[src/shared/dgc_pkg.sv]
// Constants and types shared by the general configuration and status register group.
// Behaviour
// Step-toggle bit makes marker toggle per step.
// Power-down pin ignored when disable bit set.
// Resolution from pins or register field.
// Step filter bit resets to one.
// Filtered period shown above about 750 Hz.
// Test bit drives probe, forces enable.
// Host keeps test bit at zero.
// Writing one clears a status flag.
// Reset flag set after any reset.
// Driver error latches on power stage shutdown.
// Driver error clear ignored while fault persists.
// Undervoltage flag reports charge pump undervoltage.
// Undervoltage flag follows live condition.
// Counter increments on each accepted write.
// Reads leave the counter unchanged.
// Counter wraps from 255 to zero.
// Reply wait code pairs give 8..72 bits.
// Upper codes give 88, 104, 120 bits.
// Host adds 0x80 to address for writes.
// Marker source: first microstep or prewarning.
// Registers reset to zero unless noted; the code also resets config bit 0 to one.
// Reply wait starts after request stop bit.
package dgc_pkg;

    // ----------------------------------------------------------------
    // Clock and timing
    // ----------------------------------------------------------------
    localparam int unsigned CLK_HZ          = 50_000_000;
    localparam int unsigned FULLSTEP_HZ_MIN = 750;
    localparam int unsigned PERIOD_W        = 20;
    // Full-step period, in clock cycles, below which optimization engages.
    localparam logic [PERIOD_W-1:0] FULLSTEP_CYC_MAX =
        PERIOD_W'(CLK_HZ / FULLSTEP_HZ_MIN);

    // ----------------------------------------------------------------
    // Register offsets and access marking
    // ----------------------------------------------------------------
    localparam int unsigned ADDR_W          = 7;
    localparam int unsigned DATA_W          = 32;
    localparam logic [6:0] OFS_GLOBAL_CONFIG_FLAGS    = 7'h00;
    localparam logic [6:0] OFS_GLOBAL_STATUS_FLAGS    = 7'h01;
    localparam logic [6:0] OFS_WRITE_TRANSFER_COUNTER = 7'h02;
    localparam logic [6:0] OFS_REPLY_DELAY_CONFIG     = 7'h03;
    localparam int unsigned WRITE_MARK_BIT  = 7;

    // ----------------------------------------------------------------
    // Field layouts and reset values
    // ----------------------------------------------------------------
    localparam int unsigned CFG_W             = 10;
    localparam int unsigned BIT_INDEX_OTPW    = 4;
    localparam int unsigned BIT_INDEX_STEP    = 5;
    localparam int unsigned BIT_PDN_DISABLE   = 6;
    localparam int unsigned BIT_MSTEP_REG_SEL = 7;
    localparam int unsigned BIT_MULTISTEP_FILT = 8;
    localparam int unsigned BIT_TEST_MODE     = 9;
    localparam logic [CFG_W-1:0] CFG_RESET    = 10'h101;
    localparam int unsigned STAT_W            = 3;
    localparam int unsigned BIT_RESET_FLAG    = 0;
    localparam int unsigned BIT_DRV_ERR       = 1;
    localparam int unsigned BIT_PUMP_UV       = 2;
    localparam int unsigned CNT_W             = 8;
    localparam int unsigned WAIT_W            = 4;
    localparam int unsigned WAIT_LSB          = 8;
    localparam int unsigned WAIT_CNT_W        = 7;

    // ----------------------------------------------------------------
    // Types
    // ----------------------------------------------------------------
    typedef enum logic [1:0] {
        TMR_IDLE = 2'b01,
        TMR_WAIT = 2'b10
    } dgc_tmr_e;

    // Bit times before a reply: codes pair up as (2k+1)*8.
    function automatic logic [WAIT_CNT_W-1:0] dgc_reply_bits(input logic [WAIT_W-1:0] code);
        return {code[3:1], 1'b1, 3'h0};
    endfunction : dgc_reply_bits

endpackage : dgc_pkg

[src/core/dgc_reply_timer.sv]
// Reply wait timer that delays a read reply by a programmed number of bit times.
`timescale 1ns/1ps
module dgc_reply_timer
    import dgc_pkg::*;
(
    input  wire logic              ref_clk_in,
    input  wire logic              rst_in,
    input  wire logic              start_in,
    input  wire logic [WAIT_W-1:0] code_in,
    input  wire logic              bit_tick_in,
    output logic                   reply_start_out,
    output logic                   waiting_out
);

    typedef struct packed {
        dgc_tmr_e              state;
        logic [WAIT_CNT_W-1:0] cnt;
        logic                  fire;
    } dgc_tmr_s;

    dgc_tmr_s s_q;
    dgc_tmr_s s_d;

    // ----------------------------------------------------------------
    // Next state
    // ----------------------------------------------------------------
    // A new request restarts the wait, so a reply never overlaps a request.
    always_comb begin
        s_d      = s_q;
        s_d.fire = 1'b0;
        case (s_q.state)
            TMR_IDLE: begin
                s_d.cnt = '0;
            end
            TMR_WAIT: begin
                if (bit_tick_in) begin
                    if (s_q.cnt == WAIT_CNT_W'(1)) begin
                        s_d.fire  = 1'b1;
                        s_d.state = TMR_IDLE;
                    end else begin
                        s_d.cnt = s_q.cnt - WAIT_CNT_W'(1);
                    end
                end
            end
            default: begin
                s_d.state = TMR_IDLE;
            end
        endcase
        if (start_in) begin
            s_d.state = TMR_WAIT;
            s_d.cnt   = dgc_reply_bits(code_in);
            s_d.fire  = 1'b0;
        end
    end

    // Synchronous reset returns the timer to idle.
    always_ff @(posedge ref_clk_in) begin
        if (rst_in) begin
            s_q <= '{state: TMR_IDLE, cnt: '0, fire: 1'b0};
        end else begin
            s_q <= s_d;
        end
    end

    assign reply_start_out = s_q.fire;
    assign waiting_out     = (s_q.state == TMR_WAIT);

    // ----------------------------------------------------------------
    // Checks
    // ----------------------------------------------------------------
    property p_wait_load;
        @(posedge ref_clk_in) disable iff (rst_in)
        start_in |=> (s_q.cnt == {$past(code_in[3:1]), 1'b1, 3'h0}) && waiting_out;
    endproperty
    a_wait_load: assert property (p_wait_load) else $error("wait count not loaded");

    property p_fire_cause;
        @(posedge ref_clk_in) disable iff (rst_in)
        reply_start_out |-> $past(bit_tick_in) && ($past(s_q.cnt) == 7'h01) && !waiting_out;
    endproperty
    a_fire_cause: assert property (p_fire_cause) else $error("reply started early");

    property p_top_code;
        @(posedge ref_clk_in) disable iff (rst_in)
        (start_in && code_in == 4'hf) |=> s_q.cnt == 7'h78;
    endproperty
    a_top_code: assert property (p_top_code) else $error("top code not 120 bits");

endmodule : dgc_reply_timer

[src/core/dgc_regs.sv]
// General configuration and status register group with its pin-facing control outputs.
`timescale 1ns/1ps
module dgc_regs
    import dgc_pkg::*;
#(
    parameter logic [PERIOD_W-1:0] FULLSTEP_CYC_LIMIT = FULLSTEP_CYC_MAX
)
(
    input  wire logic                ref_clk_in,
    input  wire logic                rst_in,
    // Decoded serial access, one pulse per frame accepted at its stop bit.
    input  wire logic                acc_valid_in,
    input  wire logic [7:0]          acc_addr_in,
    input  wire logic [DATA_W-1:0]   acc_wdata_in,
    input  wire logic                bit_tick_in,
    output logic [DATA_W-1:0]        rd_data_out,
    output logic                     reply_start_out,
    output logic                     reply_wait_out,
    // Device conditions.
    input  wire logic                drv_fault_in,
    input  wire logic                pump_undervoltage_in,
    input  wire logic                step_in,
    input  wire logic                first_microstep_in,
    input  wire logic                otpw_in,
    input  wire logic                pdn_uart_pin_in,
    input  wire logic                resolution_pin_a_in,
    input  wire logic                resolution_pin_b_in,
    input  wire logic [1:0]          resolution_field_in,
    input  wire logic                driver_enable_low_pin_in,
    input  wire logic [4:0]          hold_current_field_in,
    input  wire logic [PERIOD_W-1:0] fullstep_period_in,
    input  wire logic [PERIOD_W-1:0] raw_step_period_in,
    input  wire logic [PERIOD_W-1:0] filt_step_period_in,
    // Control outputs.
    output logic                     index_out,
    output logic                     standstill_request_out,
    output logic [1:0]               resolution_out,
    output logic                     step_filter_en_out,
    output logic                     pulse_opt_active_out,
    output logic [PERIOD_W-1:0]      step_period_readout_out,
    output logic                     driver_enabled_out,
    output logic                     analog_probe_oe_out,
    output logic [1:0]               analog_probe_select_out,
    output logic                     enable_pulldown_on_out,
    output logic [CFG_W-1:0]         global_config_out
);

    typedef struct packed {
        logic [CFG_W-1:0]    cfg;
        logic                rst_flag;
        logic                drv_err;
        logic [CNT_W-1:0]    xfer_cnt;
        logic [WAIT_W-1:0]   wait_code;
        logic [DATA_W-1:0]   rd_data;
        logic                index;
        logic                stby;
        logic [1:0]          res;
        logic                opt;
        logic [PERIOD_W-1:0] period;
        logic                drv_en;
        logic                probe_oe;
        logic [1:0]          probe_sel;
    } dgc_regs_s;

    localparam dgc_regs_s S_RESET = '{
        cfg:      CFG_RESET,
        rst_flag: 1'b1,
        default:  '0
    };

    dgc_regs_s        s_q;
    dgc_regs_s        s_d;
    logic             wr_acc;
    logic             rd_acc;
    logic [6:0]       reg_addr;
    logic [STAT_W-1:0] stat_view;

    // ----------------------------------------------------------------
    // Access decode
    // ----------------------------------------------------------------
    // The write mark sits in the top address bit; the rest is the offset.
    assign wr_acc   = acc_valid_in && acc_addr_in[WRITE_MARK_BIT];
    assign rd_acc   = acc_valid_in && !acc_addr_in[WRITE_MARK_BIT];
    assign reg_addr = acc_addr_in[6:0];

    // Live undervoltage is merged at read time rather than stored.
    assign stat_view = {pump_undervoltage_in, s_q.drv_err, s_q.rst_flag};

    // ----------------------------------------------------------------
    // Next state
    // ----------------------------------------------------------------
    always_comb begin
        s_d = s_q;

        // Register writes.
        if (wr_acc) begin
            s_d.xfer_cnt = s_q.xfer_cnt + CNT_W'(1);
            if (reg_addr == OFS_GLOBAL_CONFIG_FLAGS) begin
                s_d.cfg = acc_wdata_in[CFG_W-1:0];
            end else if (reg_addr == OFS_GLOBAL_STATUS_FLAGS) begin
                if (acc_wdata_in[BIT_RESET_FLAG]) begin
                    s_d.rst_flag = 1'b0;
                end
                if (acc_wdata_in[BIT_DRV_ERR]) begin
                    s_d.drv_err = 1'b0;
                end
            end else if (reg_addr == OFS_REPLY_DELAY_CONFIG) begin
                s_d.wait_code = acc_wdata_in[WAIT_LSB +: WAIT_W];
            end
        end

        // A present fault sets the flag and overrides any clear in the same cycle.
        if (drv_fault_in) begin
            s_d.drv_err = 1'b1;
        end

        // Read data is captured at the request; reads never touch the counter.
        if (rd_acc) begin
            if (reg_addr == OFS_GLOBAL_CONFIG_FLAGS) begin
                s_d.rd_data = {{(DATA_W-CFG_W){1'b0}}, s_q.cfg};
            end else if (reg_addr == OFS_GLOBAL_STATUS_FLAGS) begin
                s_d.rd_data = {{(DATA_W-STAT_W){1'b0}}, stat_view};
            end else if (reg_addr == OFS_WRITE_TRANSFER_COUNTER) begin
                s_d.rd_data = {{(DATA_W-CNT_W){1'b0}}, s_q.xfer_cnt};
            end else begin
                s_d.rd_data = '0;
            end
        end

        // Position marker source.
        if (s_q.cfg[BIT_INDEX_STEP]) begin
            if (step_in) begin
                s_d.index = !s_q.index;
            end
        end else if (s_q.cfg[BIT_INDEX_OTPW]) begin
            s_d.index = otpw_in;
        end else begin
            s_d.index = first_microstep_in;
        end

        // Standstill reduction is owned by the pin unless it is disabled.
        s_d.stby = s_q.cfg[BIT_PDN_DISABLE] ? 1'b0 : pdn_uart_pin_in;

        // Microstep resolution source.
        if (s_q.cfg[BIT_MSTEP_REG_SEL]) begin
            s_d.res = resolution_field_in;
        end else begin
            s_d.res = {resolution_pin_b_in, resolution_pin_a_in};
        end

        // Pulse train optimization only when filtering is on and fast enough.
        s_d.opt = s_q.cfg[BIT_MULTISTEP_FILT] &&
                  (fullstep_period_in < FULLSTEP_CYC_LIMIT);
        s_d.period = s_d.opt ? filt_step_period_in : raw_step_period_in;

        // Test mode forces enable and exposes the analog probe.
        // Probe pin sharing with the enable input is a hazard in normal use.
        s_d.probe_oe  = s_q.cfg[BIT_TEST_MODE];
        s_d.probe_sel = s_q.cfg[BIT_TEST_MODE] ? hold_current_field_in[1:0] : 2'h0;
        s_d.drv_en    = s_q.cfg[BIT_TEST_MODE] ? 1'b1 : !driver_enable_low_pin_in;
    end

    // ----------------------------------------------------------------
    // State register
    // ----------------------------------------------------------------
    // Every reset restores defaults and raises the reset flag.
    always_ff @(posedge ref_clk_in) begin
        if (rst_in) begin
            s_q <= S_RESET;
        end else begin
            s_q <= s_d;
        end
    end

    // ----------------------------------------------------------------
    // Reply timing
    // ----------------------------------------------------------------
    // The wait is counted from the accepted read request onward.
    dgc_reply_timer dgc_reply_timer_i (
        .ref_clk_in      (ref_clk_in),
        .rst_in          (rst_in),
        .start_in        (rd_acc),
        .code_in         (s_q.wait_code),
        .bit_tick_in     (bit_tick_in),
        .reply_start_out (reply_start_out),
        .waiting_out     (reply_wait_out)
    );

    // ----------------------------------------------------------------
    // Outputs
    // ----------------------------------------------------------------
    assign rd_data_out             = s_q.rd_data;
    assign index_out               = s_q.index;
    assign standstill_request_out  = s_q.stby;
    assign resolution_out          = s_q.res;
    assign step_filter_en_out      = s_q.cfg[BIT_MULTISTEP_FILT];
    assign pulse_opt_active_out    = s_q.opt;
    assign step_period_readout_out = s_q.period;
    assign driver_enabled_out      = s_q.drv_en;
    assign analog_probe_oe_out     = s_q.probe_oe;
    assign analog_probe_select_out = s_q.probe_sel;
    assign enable_pulldown_on_out  = !s_q.probe_oe;
    assign global_config_out       = s_q.cfg;

    // ----------------------------------------------------------------
    // Checks
    // ----------------------------------------------------------------
    property p_index_toggle;
        @(posedge ref_clk_in) disable iff (rst_in)
        (s_q.cfg[BIT_INDEX_STEP] && step_in) |=> (index_out != $past(index_out));
    endproperty
    a_index_toggle: assert property (p_index_toggle) else $error("marker missed step");

    property p_standstill;
        @(posedge ref_clk_in) disable iff (rst_in)
        s_q.cfg[BIT_PDN_DISABLE] |=> !standstill_request_out;
    endproperty
    a_standstill: assert property (p_standstill) else $error("pin not ignored");

    property p_res_pins;
        @(posedge ref_clk_in) disable iff (rst_in)
        !s_q.cfg[BIT_MSTEP_REG_SEL] |=>
            resolution_out == {$past(resolution_pin_b_in), $past(resolution_pin_a_in)};
    endproperty
    a_res_pins: assert property (p_res_pins) else $error("resolution not from pins");

    property p_filt_reset;
        @(posedge ref_clk_in)
        $past(rst_in) |-> step_filter_en_out && s_q.rst_flag && s_q.xfer_cnt == 8'h00;
    endproperty
    a_filt_reset: assert property (p_filt_reset) else $error("bad reset values");

    property p_readout;
        @(posedge ref_clk_in) disable iff (rst_in)
        (!s_q.cfg[BIT_MULTISTEP_FILT]) |=>
            !pulse_opt_active_out && step_period_readout_out == $past(raw_step_period_in);
    endproperty
    a_readout: assert property (p_readout) else $error("readout filtered when off");

    property p_test;
        @(posedge ref_clk_in) disable iff (rst_in)
        s_q.cfg[BIT_TEST_MODE] |=> driver_enabled_out && !enable_pulldown_on_out;
    endproperty
    a_test: assert property (p_test) else $error("test mode not forced");

    property p_w1c_zero;
        @(posedge ref_clk_in) disable iff (rst_in)
        (wr_acc && reg_addr == OFS_GLOBAL_STATUS_FLAGS && !acc_wdata_in[BIT_RESET_FLAG]
            && s_q.rst_flag) |=> s_q.rst_flag;
    endproperty
    a_w1c_zero: assert property (p_w1c_zero) else $error("zero write cleared flag");

    property p_drv_err;
        @(posedge ref_clk_in) disable iff (rst_in)
        drv_fault_in |=> s_q.drv_err;
    endproperty
    a_drv_err: assert property (p_drv_err) else $error("driver error cleared early");

    property p_uv_live;
        @(posedge ref_clk_in) disable iff (rst_in)
        (rd_acc && reg_addr == OFS_GLOBAL_STATUS_FLAGS) |=>
            rd_data_out[BIT_PUMP_UV] == $past(pump_undervoltage_in);
    endproperty
    a_uv_live: assert property (p_uv_live) else $error("undervoltage not live");

    property p_cnt_inc;
        @(posedge ref_clk_in) disable iff (rst_in)
        wr_acc |=> s_q.xfer_cnt == 8'($past(s_q.xfer_cnt) + 8'h01);
    endproperty
    a_cnt_inc: assert property (p_cnt_inc) else $error("counter did not step");

    property p_cnt_read;
        @(posedge ref_clk_in) disable iff (rst_in)
        !wr_acc |=> $stable(s_q.xfer_cnt);
    endproperty
    a_cnt_read: assert property (p_cnt_read) else $error("counter moved on read");

endmodule : dgc_regs

[config.mk]
export PLATFORM = sky130hd
export DESIGN_NAME = dgc_regs
export DESIGN_NICKNAME = d
export VERILOG_FILES = /design/src/shared/dgc_pkg.sv /design/src/core/dgc_reply_timer.sv /design/src/core/dgc_regs.sv
export SDC_FILE = /design/constraint.sdc
export NUM_CORES = 1
export LEC_CHECK = 0
export BUFFER_PORTS_ARGS = -buffer_cell sky130_fd_sc_hd__buf_2
export CORE_MARGIN = 4
export CORE_UTILIZATION = 50
export CTS_BUF_LIST = sky130_fd_sc_hd__clkbuf_4 sky130_fd_sc_hd__clkbuf_8
export CTS_CLUSTER_DIAMETER = 120
export DETAILED_ROUTE_END_ITERATION = 6
export PLACE_DENSITY = 0.91
export SYNTH_ARGS = -nofsm -noshare
export SYNTH_HDL_FRONTEND = slang
export SYNTH_SLANG_ARGS = --single-unit
[constraint.sdc]
create_clock -name ref_clk_in -period 2.4 [get_ports ref_clk_in]
set_input_delay 0.12 -clock ref_clk_in [delete_from_list [all_inputs] [get_ports ref_clk_in]]
set_output_delay 0.12 -clock ref_clk_in [all_outputs]
set_load 0.1 [all_outputs]
==> out/summary.txt <==
vias per cell -> 4.91
worst reg-to-reg setup slack -> 0.60 ns
Final Skew -> 0.0122 ns
fraction of synthesized cell area in xor and xnor cells -> 0.0190
NetSw -> 0.000964 W
row count -> 31
setup violators final -> 0
H-tree depth -> 3
net switching fraction of the power -> 0.339
Leakage -> 1.97 nW
GPL Wtd Cong -> 0.874
Synth Area in Compound Gates -> 0.0861
combinational power share -> 0.219
clock power share -> 0.343
Seq/Total Area, Yosys -> 0.390
Worst Path Buf+Inv -> 1
vias after detailed routing -> 3,101
power per cell area -> 652 nW/um2
Die Footprint -> 8820 um2
status -> finished clean
final setup TNS -> 0 ns
cell area after placement -> 4110 um2
clock sinks -> 72
CP peak stage delay -> 0.56 ns
Setup CP Type -> reg2reg
Req. time, crit path -> 2.66 ns
Post-Syn Area -> 3690 um2
CTS buffer count -> 9
Seq pwr share -> 0.438
mux contribution to synthesized area -> 0.122
largest family of logic cells by synthesized area -> simple AND/OR/NAND/NOR gates
EDFF count, synth -> 0
DP Wirelength -> 6.83 mm
Cell Chain, Critical Path -> inv_1, ha_1, nand2_1, a2111oi_0, o21ai_0, a31oi_1
# IOs -> 195
Mapped Cells -> 422
worst hold path class -> in2reg
min Tclk post-route -> 1.80 ns
gr ovfl total -> 0
slew at the pin closest to its max-slew limit -> 0.876 ns
Crit Path Max Fanout -> 6
Clk pin slew, worst setup/hold paths -> 0.09 ns
Fin. Hold Viols -> 0
Post-Synth Adder-Cell Area -> 0.0169
largest net degree at the start of global routing -> 60
die span in y -> 93.9 um
post-synth top area share -> 0.390
max_cap viols -> 0
IO buf count -> 148
family with the most delay on the worst path -> compound AO/OA/AOI/OAI gates
Clock Tree Root -> clkbuf_8
clk buf depth -> 2
DIE WIDTH -> 93.9 um
Max VDD drop -> 0.224 mV
DRT Pass-1 Iters -> 4
crit end category -> flop
slowest CP cell -> a2111oi_0
global router's overall resource usage -> 0.196
DRC Markers -> 0
ANT cells -> 0
Routed Wire Length -> 8.96 mm
synth warn -> 0
total power -> 0.00284 W
WL/cell -> 14.2 um
synthesized flop and latch total -> 72
top cells by count, synth -> dfxtp_1, nand2_1, buf_4
Routed Antenna Nets -> 0
CTS tree -> yes
most numerous cell in the Yosys netlist -> dfxtp_1
Int Pwr -> 0.00188 W
starting density of the core -> 0.512
fmax -> 0.555 GHz
Core ar. -> 7210 um2
CTS Hold Buffers Added -> 4
CP startpoint -> dgc_reply_timer_i.s_q[8]$_SDFFE_PP1P_
post-synthesis average cell area -> 8.75 um2
Hold Startpoint -> resolution_pin_a_in
first-iteration detailed-routing DRC count -> 136
# nets final -> 653
Tcrit/Tclk final -> 0.750
Slew Limit Headroom -> 0.415
CP Launch Type -> flop
Clock Latency Late Sink -> 0.35 ns
# resized after CTS -> 0
layout cells sized above 1 -> 0.343
Primary FF master, synth -> dfxtp_1
unrepaired setup endpoints after global routing -> false
FILL cells -> 634
Synth cell types -> 49
Slew Viols, Final -> 0
simple-gate share of the synthesized area -> 0.197
Critical Path AT -> 2.06 ns
initial antenna violation count -> 0
Synth async-reset ratio -> 0
Synth-to-Final Area Change -> 18.0%
Post-CTS Setup Inserts -> 0
design area -> 4360 um2
dominant cells by area after synthesis -> dfxtp_1, buf_4, mux2i_1, nand2_1, nor2_1
wire length of the first global-routing pass -> 13.6 mm
Crit Reg-Reg Startpoint -> dgc_reply_timer_i.s_q[8]$_SDFFE_PP1P_
top cell type by total area after synthesis -> dfxtp_1
Core Util, Final -> 0.604
vias in the first global route -> 2,912
## registers in the layout, indices dropped and copies added (netlist names)
register                           count
pulse_opt_active_out                   1
step_period_readout_out               20
dgc_reply_timer_i.reply_start_out      1
standstill_request_out                 1
dgc_reply_timer_i.s_q                  9
analog_probe_oe_out                    1
index_out                              1
driver_enabled_out                     1
resolution_out                         2
rd_data_out                           10
global_config_out                     10
analog_probe_select_out                2
s_q                                   13
## metrics by stage
step / setup WS (ns) / cells / hold WS (ns)
after floorplan: 0.137 / 443 / 0.216
after global routing: 0.361 / 632 / 0.00425
after detailed placement: 0.615 / 612 / 0.303
final: 0.599 / 632 / 0.00832
after CTS: 0.608 / 632 / 0.00183
after global placement: 0.691 / 612 / 0.298
## worst paths after layout
| kind | end | depth (start not counted) |
|---|---|---|
| worst min-delay path | resolution_out[0]$_SDFF_PP0_ | 3 |
| worst max register to register | dgc_reply_timer_i.s_q[6]$_SDFFE_PP0P_ | 6 |
| worst max-delay path | dgc_reply_timer_i.s_q[6]$_SDFFE_PP0P_ | 6 |
| worst min register to register | rd_data_out[2]$_SDFFE_PP0P_ | 2 |
## power groups by stage
| stage | combinational, W | clock, W | sequential [W] |
|---|---|---|---|
| after floorplan | 0.000513 | 0 | 0.00129 |
| after global placement | 0.000604 | 0 | 0.00127 |
| after detailed placement | 0.000615 | 0 | 0.00127 |
| after CTS | 0.000621 | 0.000989 | 0.00124 |
| after global routing | 0.000655 | 0.00105 | 0.00125 |
| final | 0.000622 | 0.000975 | 0.00124 |
## layout by cell type, fill, tap and decap left out, types with 3 or more instances in the layout
cell             n
a21boi_0         5
a21oi_1         13
a22oi_1          5
a31oi_1          5
and3_1           3
buf_2          148
buf_4            6
clkbuf_8        10
clkinvlp_4       3
conb_1          22
dfxtp_1         72
dlygate4sd3_1    4
ha_1             5
inv_1           10
mux2_2           5
mux2i_1         38
nand2_1         71
nand3_1         15
nor2_1          27
nor2b_1          6
nor3_1           4
nor3b_1          3
nor4_1           4
o21ai_0          5
o2bb2ai_1        3
or3_1            3
xnor2_1          5
xor2_1           3
## worst min-delay path: cells and delay by family
family / cells / cell delay [ns]
buffers and inverters: 1 / 0.08
AND/OR/NAND/NOR: 1 / 0.08
multiplexers: 1 / 0.05
## routing by layer
| metal | global-route usage | vias to the layer above | share of wire |
|---|---|---|---|
| met4 | 0.0806 | 0 | 0.017 |
| met1 | 0.221 | 1420 | 0.39 |
| met2 | 0.348 | 120 | 0.51 |
| met5 | 0 | - | 0 |
| li1 | - | 1547 | - |
| met3 | 0.0545 | 14 | 0.086 |
## layout make-up
| type | count | area (um2) | area share |
|---|---|---|---|
| Multi-Input combinational cell | 276 | 1720 | 0.395 |
| Sequential cell | 72 | 1440 | 0.331 |
| Timing Repair Buffer | 158 | 826 | 0.190 |
| Clock buffer | 10 | 138 | 0.0316 |
| Tap cell | 99 | 124 | 0.0284 |
| Clock inverter | 6 | 66.3 | 0.0152 |
| Inverter | 11 | 41.3 | 0.00948 |
## cells by family (layout without fill, tap and decap cells)
logic type	Yosys count	after routing
xor gates and xnor gates	8	8
adders and majority gates	5	5
AOI/OAI and AO/OA	47	47
DFF	72	72
buffers and inverters	95	185
muxes	44	44
other	1	22
and+or+nand+nor	150	150
Note: power is estimated with default switching activity, not from simulation.
